===== src/shared/i2c_status_pkg.sv =====
// Constants and carrier types for the two-wire bus status and address mask block
package i2c_status_pkg;

   localparam int ADDR_W = 3;
   localparam int DATA_W = 16;

   // Register offsets (word index on the plain register port)
   localparam logic [2:0] OFF_STATUS   = 3'h0;
   localparam logic [2:0] OFF_MASK     = 3'h1;
   localparam logic [2:0] OFF_TX_HOLD  = 3'h2;
   localparam logic [2:0] OFF_RX_HOLD  = 3'h3;
   localparam logic [2:0] OFF_IRQ_STAT = 3'h4;
   localparam logic [2:0] OFF_IRQ_MASK = 3'h5;

   // Status register field positions
   localparam int BIT_ACK_STATE  = 15;
   localparam int BIT_TX_ACTIVE  = 14;
   localparam int BIT_COLLISION  = 10;
   localparam int BIT_GCALL      = 9;
   localparam int BIT_TEN_MATCH  = 8;
   localparam int BIT_WR_CLASH   = 7;
   localparam int BIT_RX_OVF     = 6;
   localparam int BIT_DATA_ADDR  = 5;
   localparam int BIT_STOP       = 4;
   localparam int BIT_START      = 3;
   localparam int BIT_READ_DIR   = 2;
   localparam int BIT_RX_FULL    = 1;
   localparam int BIT_TX_FULL    = 0;

   localparam int MASK_W = 10;

   // Interrupt status / mask field positions
   localparam int IRQ_N         = 6;
   localparam int IRQ_START     = 0;
   localparam int IRQ_STOP      = 1;
   localparam int IRQ_RX_BYTE   = 2;
   localparam int IRQ_COLLISION = 3;
   localparam int IRQ_RX_OVF    = 4;
   localparam int IRQ_WR_CLASH  = 5;

   // Reset values
   localparam logic [15:0] STATUS_RST = 16'h0000;
   localparam logic [9:0]  MASK_RST   = 10'h000;
   localparam logic [5:0]  IRQ_RST    = 6'h00;

   // Bus framing constants
   localparam logic [3:0] ACK_SLOT_CNT = 4'h8;
   localparam logic [3:0] LAST_BIT_CNT = 4'h7;
   localparam logic [4:0] TEN_BIT_HDR  = 5'h1e;
   localparam logic [7:0] GCALL_ADDR   = 8'h00;

   typedef struct packed {
      logic [ADDR_W-1:0] addr;
      logic [DATA_W-1:0] wdata;
      logic              wr;
      logic              rd;
   } reg_req_t;

   typedef enum logic [4:0] {
      st_idle    = 5'b00001,
      st_addr    = 5'b00010,
      st_addr_lo = 5'b00100,
      st_data    = 5'b01000,
      st_skip    = 5'b10000
   } bus_phase_t;

endpackage


===== src/rtl/i2c_status_mask.sv =====
// Status flags, address mask matching and register port of a two-wire bus controller
// What this block does
// - Record slave ACK/NACK on the acknowledge slot clock rise
// - Transmit-active flag spans eight bits plus ACK
// - Bus collision sets sticky flag until cleared
// - General call match sets flag, Stop clears
// - Ten-bit second byte match sets flag
// - Transmit write while busy fails, sets clash
// - Receive while holding full sets overflow flag
// - Address match clears, slave data sets flag
// - Stop sets stop flag, Start clears it
// - Start sets start flag, Stop clears it
// - Latch read/write direction from address byte
// - Receive full set on load, cleared by read
// - Transmit full set on write, cleared after send
// - Set mask bits ignore address bits in matching
// - Unused bits read zero, all reset zero
//
// Implementation choices: the register offsets and the strobed register port.
module i2c_status_mask (
   input  wire logic                    ref_clk,
   input  wire logic                    srst,
   input  wire i2c_status_pkg::reg_req_t bus,
   output logic [15:0]                  rd_data,
   input  wire logic                    scl_pin,
   input  wire logic                    sda_pin,
   input  wire logic [9:0]              own_address,
   input  wire logic                    ten_bit_mode,
   input  wire logic                    gc_enable,
   input  wire logic                    master_mode,
   input  wire logic                    master_rx_active,
   input  wire logic                    master_tx_begin,
   input  wire logic                    bus_collision,
   input  wire logic                    module_busy,
   output logic [7:0]                   tx_data,
   output logic                         irq
);

   logic        scl_s1, scl_s2, scl_d;
   logic        sda_s1, sda_s2, sda_d;
   logic [3:0]  bit_cnt;
   logic [7:0]  rx_shift_reg;
   logic [7:0]  rx_holding_reg;
   logic [9:0]  address_bit_ignore;
   logic [5:0]  irq_status;
   logic [5:0]  irq_mask;
   i2c_status_pkg::bus_phase_t phase, next_phase;

   logic ack_from_slave_state, master_tx_active, bus_collision_flag;
   logic general_call_seen, ten_bit_match_flag, tx_write_clash, rx_overflow_flag;
   logic data_not_address, stop_detected, start_detected, slave_read_dir;
   logic rx_holding_full, tx_holding_full;

   // Pin synchronisers: only the second stage and its delayed copy are examined
   always_ff @(posedge ref_clk) begin
      if (srst) begin
         scl_s1 <= 1'b1;
         scl_s2 <= 1'b1;
         scl_d  <= 1'b1;
         sda_s1 <= 1'b1;
         sda_s2 <= 1'b1;
         sda_d  <= 1'b1;
      end else begin
         scl_s1 <= scl_pin;
         scl_s2 <= scl_s1;
         scl_d  <= scl_s2;
         sda_s1 <= sda_pin;
         sda_s2 <= sda_s1;
         sda_d  <= sda_s2;
      end
   end

   logic scl_rise, start_det, stop_det, byte_done, ack_slot;
   logic [7:0] new_byte;
   assign scl_rise  = scl_s2 & ~scl_d;
   assign start_det = scl_s2 & scl_d & sda_d & ~sda_s2;
   assign stop_det  = scl_s2 & scl_d & ~sda_d & sda_s2;
   assign byte_done = scl_rise & (bit_cnt == i2c_status_pkg::LAST_BIT_CNT);
   assign ack_slot  = scl_rise & (bit_cnt == i2c_status_pkg::ACK_SLOT_CNT);
   assign new_byte  = {rx_shift_reg[6:0], sda_s2};

   // Bit position within the frame: eight data bits then the acknowledge slot
   always_ff @(posedge ref_clk) begin
      if (srst || start_det || stop_det) begin
         bit_cnt <= 4'h0;
      end else if (ack_slot) begin
         bit_cnt <= 4'h0;
      end else if (scl_rise) begin
         bit_cnt <= bit_cnt + 4'h1;
      end
   end

   always_ff @(posedge ref_clk) begin
      if (srst) begin
         rx_shift_reg <= 8'h00;
      end else if (scl_rise && !ack_slot) begin
         rx_shift_reg <= new_byte;
      end
   end

   // Masked comparison: a set ignore bit lets that address bit differ
   logic hit7, gc_hit, hdr_hit, lo_hit, full_match;
   assign hit7    = ~ten_bit_mode &
                    (((new_byte[7:1] ^ own_address[6:0]) & ~address_bit_ignore[6:0]) == 7'h00);
   assign gc_hit  = gc_enable & (new_byte == i2c_status_pkg::GCALL_ADDR);
   assign hdr_hit = ten_bit_mode & (new_byte[7:3] == i2c_status_pkg::TEN_BIT_HDR) &
                    (((new_byte[2:1] ^ own_address[9:8]) & ~address_bit_ignore[9:8]) == 2'h0);
   assign lo_hit  = ((new_byte ^ own_address[7:0]) & ~address_bit_ignore[7:0]) == 8'h00;

   // A ten-bit read restart repeats only the header, so it completes the match when the ten-bit match flag is already set
   assign full_match = byte_done & (
      ((phase == i2c_status_pkg::st_addr) & ~master_mode &
       (hit7 | gc_hit | (hdr_hit & new_byte[0] & ten_bit_match_flag))) |
      ((phase == i2c_status_pkg::st_addr_lo) & lo_hit));

   always_comb begin
      next_phase = phase;
      unique case (phase)
         i2c_status_pkg::st_idle: next_phase = phase;
         i2c_status_pkg::st_addr: begin
            if (byte_done) begin
               if (full_match) begin
                  next_phase = i2c_status_pkg::st_data;
               end else if (hdr_hit && !master_mode) begin
                  next_phase = i2c_status_pkg::st_addr_lo;
               end else begin
                  next_phase = i2c_status_pkg::st_skip;
               end
            end
         end
         i2c_status_pkg::st_addr_lo: begin
            if (byte_done) begin
               next_phase = lo_hit ? i2c_status_pkg::st_data : i2c_status_pkg::st_skip;
            end
         end
         i2c_status_pkg::st_data: next_phase = phase;
         i2c_status_pkg::st_skip: next_phase = phase;
      endcase
      if (start_det) begin
         next_phase = i2c_status_pkg::st_addr;
      end
      if (stop_det) begin
         next_phase = i2c_status_pkg::st_idle;
      end
   end

   always_ff @(posedge ref_clk) begin
      if (srst) begin
         phase <= i2c_status_pkg::st_idle;
      end else begin
         phase <= next_phase;
      end
   end

   // Register port decode
   logic wr_status, wr_mask, wr_tx, rd_rx, wr_irq_stat, wr_irq_mask;
   assign wr_status   = bus.wr & (bus.addr == i2c_status_pkg::OFF_STATUS);
   assign wr_mask     = bus.wr & (bus.addr == i2c_status_pkg::OFF_MASK);
   assign wr_tx       = bus.wr & (bus.addr == i2c_status_pkg::OFF_TX_HOLD);
   assign rd_rx       = bus.rd & (bus.addr == i2c_status_pkg::OFF_RX_HOLD);
   assign wr_irq_stat = bus.wr & (bus.addr == i2c_status_pkg::OFF_IRQ_STAT);
   assign wr_irq_mask = bus.wr & (bus.addr == i2c_status_pkg::OFF_IRQ_MASK);

   logic slave_data_ev, load_rx, load_ok, ovf_ev, clash_ev, tx_accept, tx_done;
   assign slave_data_ev = byte_done & (phase == i2c_status_pkg::st_data) & ~slave_read_dir;
   assign load_rx   = slave_data_ev | (byte_done & master_rx_active);
   // A read in the same cycle frees the holding register, so the byte is not lost
   assign load_ok   = load_rx & (~rx_holding_full | rd_rx);
   assign ovf_ev    = load_rx & rx_holding_full & ~rd_rx;
   assign clash_ev  = wr_tx & (module_busy | tx_holding_full);
   assign tx_accept = wr_tx & ~clash_ev;
   assign tx_done   = ack_slot & (master_tx_active |
                      ((phase == i2c_status_pkg::st_data) & slave_read_dir));

   always_ff @(posedge ref_clk) begin
      if (srst) begin
         ack_from_slave_state <= 1'b0;
      end else if (ack_slot && master_tx_active) begin
         ack_from_slave_state <= sda_s2;
      end
   end

   always_ff @(posedge ref_clk) begin
      if (srst) begin
         master_tx_active <= 1'b0;
      end else if (master_tx_begin) begin
         master_tx_active <= 1'b1;
      end else if (ack_slot) begin
         master_tx_active <= 1'b0;
      end
   end

   // Sticky errors: hardware set wins over a software clear in the same cycle
   always_ff @(posedge ref_clk) begin
      if (srst) begin
         bus_collision_flag <= 1'b0;
         tx_write_clash     <= 1'b0;
         rx_overflow_flag   <= 1'b0;
      end else begin
         if (bus_collision) begin
            bus_collision_flag <= 1'b1;
         end else if (wr_status && !bus.wdata[i2c_status_pkg::BIT_COLLISION]) begin
            bus_collision_flag <= 1'b0;
         end
         if (clash_ev) begin
            tx_write_clash <= 1'b1;
         end else if (wr_status && !bus.wdata[i2c_status_pkg::BIT_WR_CLASH]) begin
            tx_write_clash <= 1'b0;
         end
         if (ovf_ev) begin
            rx_overflow_flag <= 1'b1;
         end else if (wr_status && !bus.wdata[i2c_status_pkg::BIT_RX_OVF]) begin
            rx_overflow_flag <= 1'b0;
         end
      end
   end

   always_ff @(posedge ref_clk) begin
      if (srst || stop_det) begin
         general_call_seen  <= 1'b0;
         ten_bit_match_flag <= 1'b0;
      end else begin
         if (full_match && gc_hit && phase == i2c_status_pkg::st_addr) begin
            general_call_seen <= 1'b1;
         end
         if (byte_done && phase == i2c_status_pkg::st_addr_lo && lo_hit) begin
            ten_bit_match_flag <= 1'b1;
         end
      end
   end

   always_ff @(posedge ref_clk) begin
      if (srst) begin
         data_not_address <= 1'b0;
      end else if (full_match) begin
         data_not_address <= 1'b0;
      end else if (slave_data_ev) begin
         data_not_address <= 1'b1;
      end
   end

   always_ff @(posedge ref_clk) begin
      if (srst) begin
         stop_detected  <= 1'b0;
         start_detected <= 1'b0;
      end else if (stop_det) begin
         stop_detected  <= 1'b1;
         start_detected <= 1'b0;
      end else if (start_det) begin
         start_detected <= 1'b1;
         stop_detected  <= 1'b0;
      end
   end

   always_ff @(posedge ref_clk) begin
      if (srst) begin
         slave_read_dir <= 1'b0;
      end else if (byte_done && phase == i2c_status_pkg::st_addr && !master_mode) begin
         slave_read_dir <= new_byte[0];
      end
   end

   always_ff @(posedge ref_clk) begin
      if (srst) begin
         rx_holding_full <= 1'b0;
         rx_holding_reg  <= 8'h00;
      end else if (load_ok) begin
         rx_holding_full <= 1'b1;
         rx_holding_reg  <= new_byte;
      end else if (rd_rx) begin
         rx_holding_full <= 1'b0;
      end
   end

   always_ff @(posedge ref_clk) begin
      if (srst) begin
         tx_holding_full <= 1'b0;
         tx_data         <= 8'h00;
      end else if (tx_accept) begin
         tx_holding_full <= 1'b1;
         tx_data         <= bus.wdata[7:0];
      end else if (tx_done) begin
         tx_holding_full <= 1'b0;
      end
   end

   always_ff @(posedge ref_clk) begin
      if (srst) begin
         address_bit_ignore <= i2c_status_pkg::MASK_RST;
         irq_mask           <= i2c_status_pkg::IRQ_RST;
      end else begin
         if (wr_mask) begin
            address_bit_ignore <= bus.wdata[i2c_status_pkg::MASK_W-1:0];
         end
         if (wr_irq_mask) begin
            irq_mask <= bus.wdata[i2c_status_pkg::IRQ_N-1:0];
         end
      end
   end

   // Interrupt events: set wins over a write-one clear
   logic [5:0] irq_ev;
   always_comb begin
      irq_ev = 6'h00;
      irq_ev[i2c_status_pkg::IRQ_START]     = start_det;
      irq_ev[i2c_status_pkg::IRQ_STOP]      = stop_det;
      irq_ev[i2c_status_pkg::IRQ_RX_BYTE]   = load_ok;
      irq_ev[i2c_status_pkg::IRQ_COLLISION] = bus_collision;
      irq_ev[i2c_status_pkg::IRQ_RX_OVF]    = ovf_ev;
      irq_ev[i2c_status_pkg::IRQ_WR_CLASH]  = clash_ev;
   end

   for (genvar i = 0; i < i2c_status_pkg::IRQ_N; i++) begin : g_irq
      always_ff @(posedge ref_clk) begin
         if (srst) begin
            irq_status[i] <= 1'b0;
         end else if (irq_ev[i]) begin
            irq_status[i] <= 1'b1;
         end else if (wr_irq_stat && bus.wdata[i]) begin
            irq_status[i] <= 1'b0;
         end
      end
   end

   always_ff @(posedge ref_clk) begin
      if (srst) begin
         irq <= 1'b0;
      end else begin
         irq <= |(irq_status & irq_mask);
      end
   end

   logic [15:0] status_word;
   assign status_word = {ack_from_slave_state, master_tx_active, 3'h0, bus_collision_flag,
                         general_call_seen, ten_bit_match_flag, tx_write_clash,
                         rx_overflow_flag, data_not_address, stop_detected,
                         start_detected, slave_read_dir, rx_holding_full,
                         tx_holding_full};

   // Read data stand for exactly one cycle; unmapped offsets read zero
   always_ff @(posedge ref_clk) begin
      if (srst || !bus.rd) begin
         rd_data <= 16'h0000;
      end else begin
         unique case (bus.addr)
            i2c_status_pkg::OFF_STATUS:   rd_data <= status_word;
            i2c_status_pkg::OFF_MASK:     rd_data <= {6'h00, address_bit_ignore};
            i2c_status_pkg::OFF_TX_HOLD:  rd_data <= {8'h00, tx_data};
            i2c_status_pkg::OFF_RX_HOLD:  rd_data <= {8'h00, rx_holding_reg};
            i2c_status_pkg::OFF_IRQ_STAT: rd_data <= {10'h000, irq_status};
            i2c_status_pkg::OFF_IRQ_MASK: rd_data <= {10'h000, irq_mask};
            default:                      rd_data <= 16'h0000;
         endcase
      end
   end
endmodule // i2c_status_mask


===== config.mk =====
export PLATFORM = sky130hd
export DESIGN_NAME = i2c_status_mask
export DESIGN_NICKNAME = d
export VERILOG_FILES = /design/src/shared/i2c_status_pkg.sv /design/src/rtl/i2c_status_mask.sv
export SDC_FILE = /design/constraint.sdc
export NUM_CORES = 1
export LEC_CHECK = 0
export BUFFER_PORTS_ARGS = -buffer_cell sky130_fd_sc_hd__buf_2
export CAP_MARGIN = 30
export CORE_MARGIN = 1.5
export CORE_UTILIZATION = 25
export CTS_BUF_LIST = sky130_fd_sc_hd__clkbuf_16
export CTS_CLUSTER_SIZE = 30
export DETAILED_ROUTE_END_ITERATION = 7
export PLACE_DENSITY = 0.5
export SLEW_MARGIN = 10
export SYNTH_ARGS = -nofsm -noshare
export SYNTH_HDL_FRONTEND = slang
export SYNTH_SLANG_ARGS = --single-unit

===== constraint.sdc =====
create_clock -name ref_clk -period 3.6 [get_ports ref_clk]
set_input_delay 0.18 -clock ref_clk [delete_from_list [all_inputs] [get_ports ref_clk]]
set_output_delay 0.18 -clock ref_clk [all_outputs]
set_load 0.02 [all_outputs]

==> metrics.md <==
| Metric | Value |
|---|---|
| Biggest regs | rd_data x13, address_bit_ignore x10 |
| CP startpoint kind | flip-flop |
| Largest net degree at the start of global routing | 64 |
| Final hold violations | 0 |
| FMAX | approximately 0.45 GHz |
| Leak Pwr | 1.92 nW |
| Final Setup Violations | 0 |
| DR pass1 iterations | 5 |
| GRT Overall Usage | 13.7% |
| Clock buffers created by TritonCTS | 9 |
| Max-cap viol count | 0 |
| Synth Cell Area | approximately 3900 um2 |
| Die ar. | between 15000 and 20000 um2 |
| Post-CTS setup buffer count | 0 |
| VDD IR-drop max | between 200 and 300 uV |
| Iteration-0 DRC Markers | roughly 220 |
| DP HPWL | about 8000 um |
| Area growth, synth to finish | 18.1% |
| Hold slack final | approximately 0.013 ns |
| Worst hold path class | in -> reg |
| DRT antenna net count | 0 |
| Core region area | 15300 um2 |
| Worst Tran Pin Value | roughly 0.66 ns |
| Syn Area/Cell | about 9 um2 |
| Wire per inst | about 16 um |
| Max clock buf depth | 2 |
| Routed WL | roughly 11000 um |
| Max FO, Critical Path | 8 |
| Critical Path RT | between 3 and 4 ns |
| CTS resizes | 0 |
| Biggest register | rd_data |
| Yosys reg bits | 87 |
| Number of diodes | 0 |
| Die Wd | between 100 and 150 um |
| Vias in the first global route | 3182 |
| Pwr dens | roughly 450 nW/um2 |
| Synth cell types | 54 |
| Insertion delay to the later sink of the worst-skew pair | around 0.35 ns |
| Vias per cell | around 4.6 |
| Crit path DAT | 2.50 ns |
| Height of the die | 128 um |
| Number of flip-flops in the largest register | 13 |
| Design Area, Final | 4640 um2 |
| Largest incremental delay on the critical path | roughly 0.50 ns |
| Post-Syn Instances | 429 |
| EDFF count, synth | 0 |
| Port bufs | 58 |
| Clk_skew | roughly 0.0081 ns |
| Total grt overflow | 0 |
| Final Slew Violations | 0 |
| I/O pin count | 67 |
| DRC violation count after routing | 0 |
| Number of buffers and inverters on the critical path | 0 |
| Initial antenna violation count | 0 |
| First-pass GRT wire length | approximately 17000 um |
| Gpl congestion | slightly below 0.8 |
| Final worst-path cycle share | 61.4% |
| Delay-heaviest family, CP | simple AND/OR/NAND/NOR gates |
| Yosys warns | 0 |
| Root Buffer | clkbuf_16 |
| Routed via count | roughly 3200 |
| Post-route minimum period | 2.21 ns |
| Crit-path cells | nor2b_1, and3_4, nor2_1, nor3_4, or4b_1, o2bb2ai_2 |
| Post-synth ARST share | 0% |
| Setup_tns | 0 ns |
| Status | finished, final reports clean |
| Initial Util | between 20% and 30% |
| CTS tree | done |
| Reg clk slew, reported paths | 0.06 ns |
| Layout cells sized above 1 | a little over a fifth |
| Top FF cell, synth | dfxtp_1 |
| CP max stage cell | or4b_1 |
| Normalized max-slew margin | roughly 56% |
| Dpl cell area | approximately 4400 um2 |
| CP Class | reg -> reg |
| Register area share after synthesis | 44.3% |
| H-tree depth | 3 |
| Crit. End Element | flip-flop |
| RSZ-0062 raised after global routing | no |
| FP Rows | 45 |
| Post-CTS Hold Buffers | 0 |
| Net count reported at finish | 515 |
| Clk sink count | 87 |
[cell usage in the layout, fill, tap and decap left out, types with 2 or more instances in the layout]
master / count
nand2_1: 39
o21a_1: 2
or4b_1: 2
buf_2: 58
clkinv_4: 2
o21bai_1: 2
or4_4: 2
nand4b_1: 4
dfxtp_1: 87
ha_1: 2
nand4_1: 4
nand3_1: 8
o22ai_1: 7
a31oi_1: 2
mux2_2: 8
and2_1: 3
mux2i_1: 36
xor2_1: 2
nand2b_1: 4
nor3_1: 6
or2_2: 7
nor2b_1: 7
clkinv_2: 2
o21ai_0: 8
conb_1: 3
nor3b_1: 2
inv_1: 8
nor4_1: 3
nor2_1: 62
nand3b_1: 3
a22oi_1: 7
a22o_1: 2
mux4_2: 4
clkbuf_16: 9
xnor2_1: 17
a21oi_1: 32
[layer usage]
layer	share of wire [%]	wire length, um	vias to the layer above	GRT usage (%)
met5	0	0	-	0
li1	-	-	1569	-
met2	43	4590	82	20.6
met1	49	5320	1515	18.9
met3	5.7	611	15	3.28
met4	2.2	237	0	5.62
[cell families (layout without fill, tap and decap cells)]
family	Yosys count	after routing	synth area share, %
AOI/OAI and AO/OA	70	70	11.1
xor gates and xnor gates	20	20	4.65
adders and majority gates	2	2	0.637
buffers and inverters	37	82	4.39
DFF	87	87	44.3
muxes	48	48	13.8
other	1	3	0.0954
and+or+nand+nor	164	164	21.1
[layout make-up]
type	instances	area (um2)
Multi-Input combinational cell	307	2020
Clock buffer	9	225
Inverter	7	26.3
Tap cell	211	264
Timing Repair Buffer	59	298
Sequential cell	87	1740
Fill cell	1621	10600
Clock inverter	7	65.1
[power by group]
part | internal (mW) | switching (mW)
sequential | 0.981 | 0.0205
combinational | 0.0659 | 0.0977
clock | 0.533 | 0.395
total | 1.58 | 0.513
[cells in the mapped netlist (3+ instances only)]
master	n	area (um2)
nand4b_1	4	35.0
nand2b_1	4	25.0
nor4_1	3	18.8
or2_2	7	43.8
o22ai_1	7	43.8
inv_1	7	26.3
nor3_1	6	30.0
buf_4	4	30.0
a22oi_1	7	52.6
a21oi_1	32	160
mux2_2	8	90.1
mux4_2	4	90.1
nor2_1	62	233
dfxtp_1	87	1740
clkbuf_1	14	52.6
xnor2_1	17	149
mux2i_1	36	360
nor2b_1	7	43.8
nand2_1	39	146
and2_1	3	18.8
nand4_1	4	25.0
buf_2	9	45.0
nand3b_1	3	22.5
o21ai_0	8	40.0
nand3_1	8	40.0
[final timing paths]
check | start | to | slack, ns | depth (start not counted)
worst max-delay path | scl_s2$_SDFF_PP1_ | phase[2]$_SDFFE_PP0P_ | 1.39 | 6
worst min-delay path | sda_pin | sda_s1$_SDFF_PP1_ | 0.01 | 2
worst max register to register | scl_s2$_SDFF_PP1_ | phase[2]$_SDFFE_PP0P_ | 1.39 | 6
worst min register to register | sda_s1$_SDFF_PP1_ | sda_s2$_SDFF_PP1_ | 0.41 | 1
[through the flow]
step                total power, mW  cells  util [%]  setup slack, ns
floorplan                      1.13    431         -             1.79
global placement               1.18    671      28.5             1.47
detailed placement             1.19    671      28.5             1.41
CTS                            2.12    687      30.4             1.39
global route                   2.17    687      30.4             1.15
finish                         2.09    687      30.4             1.39
No activity file was read; power rests on OpenSTA's default activity.
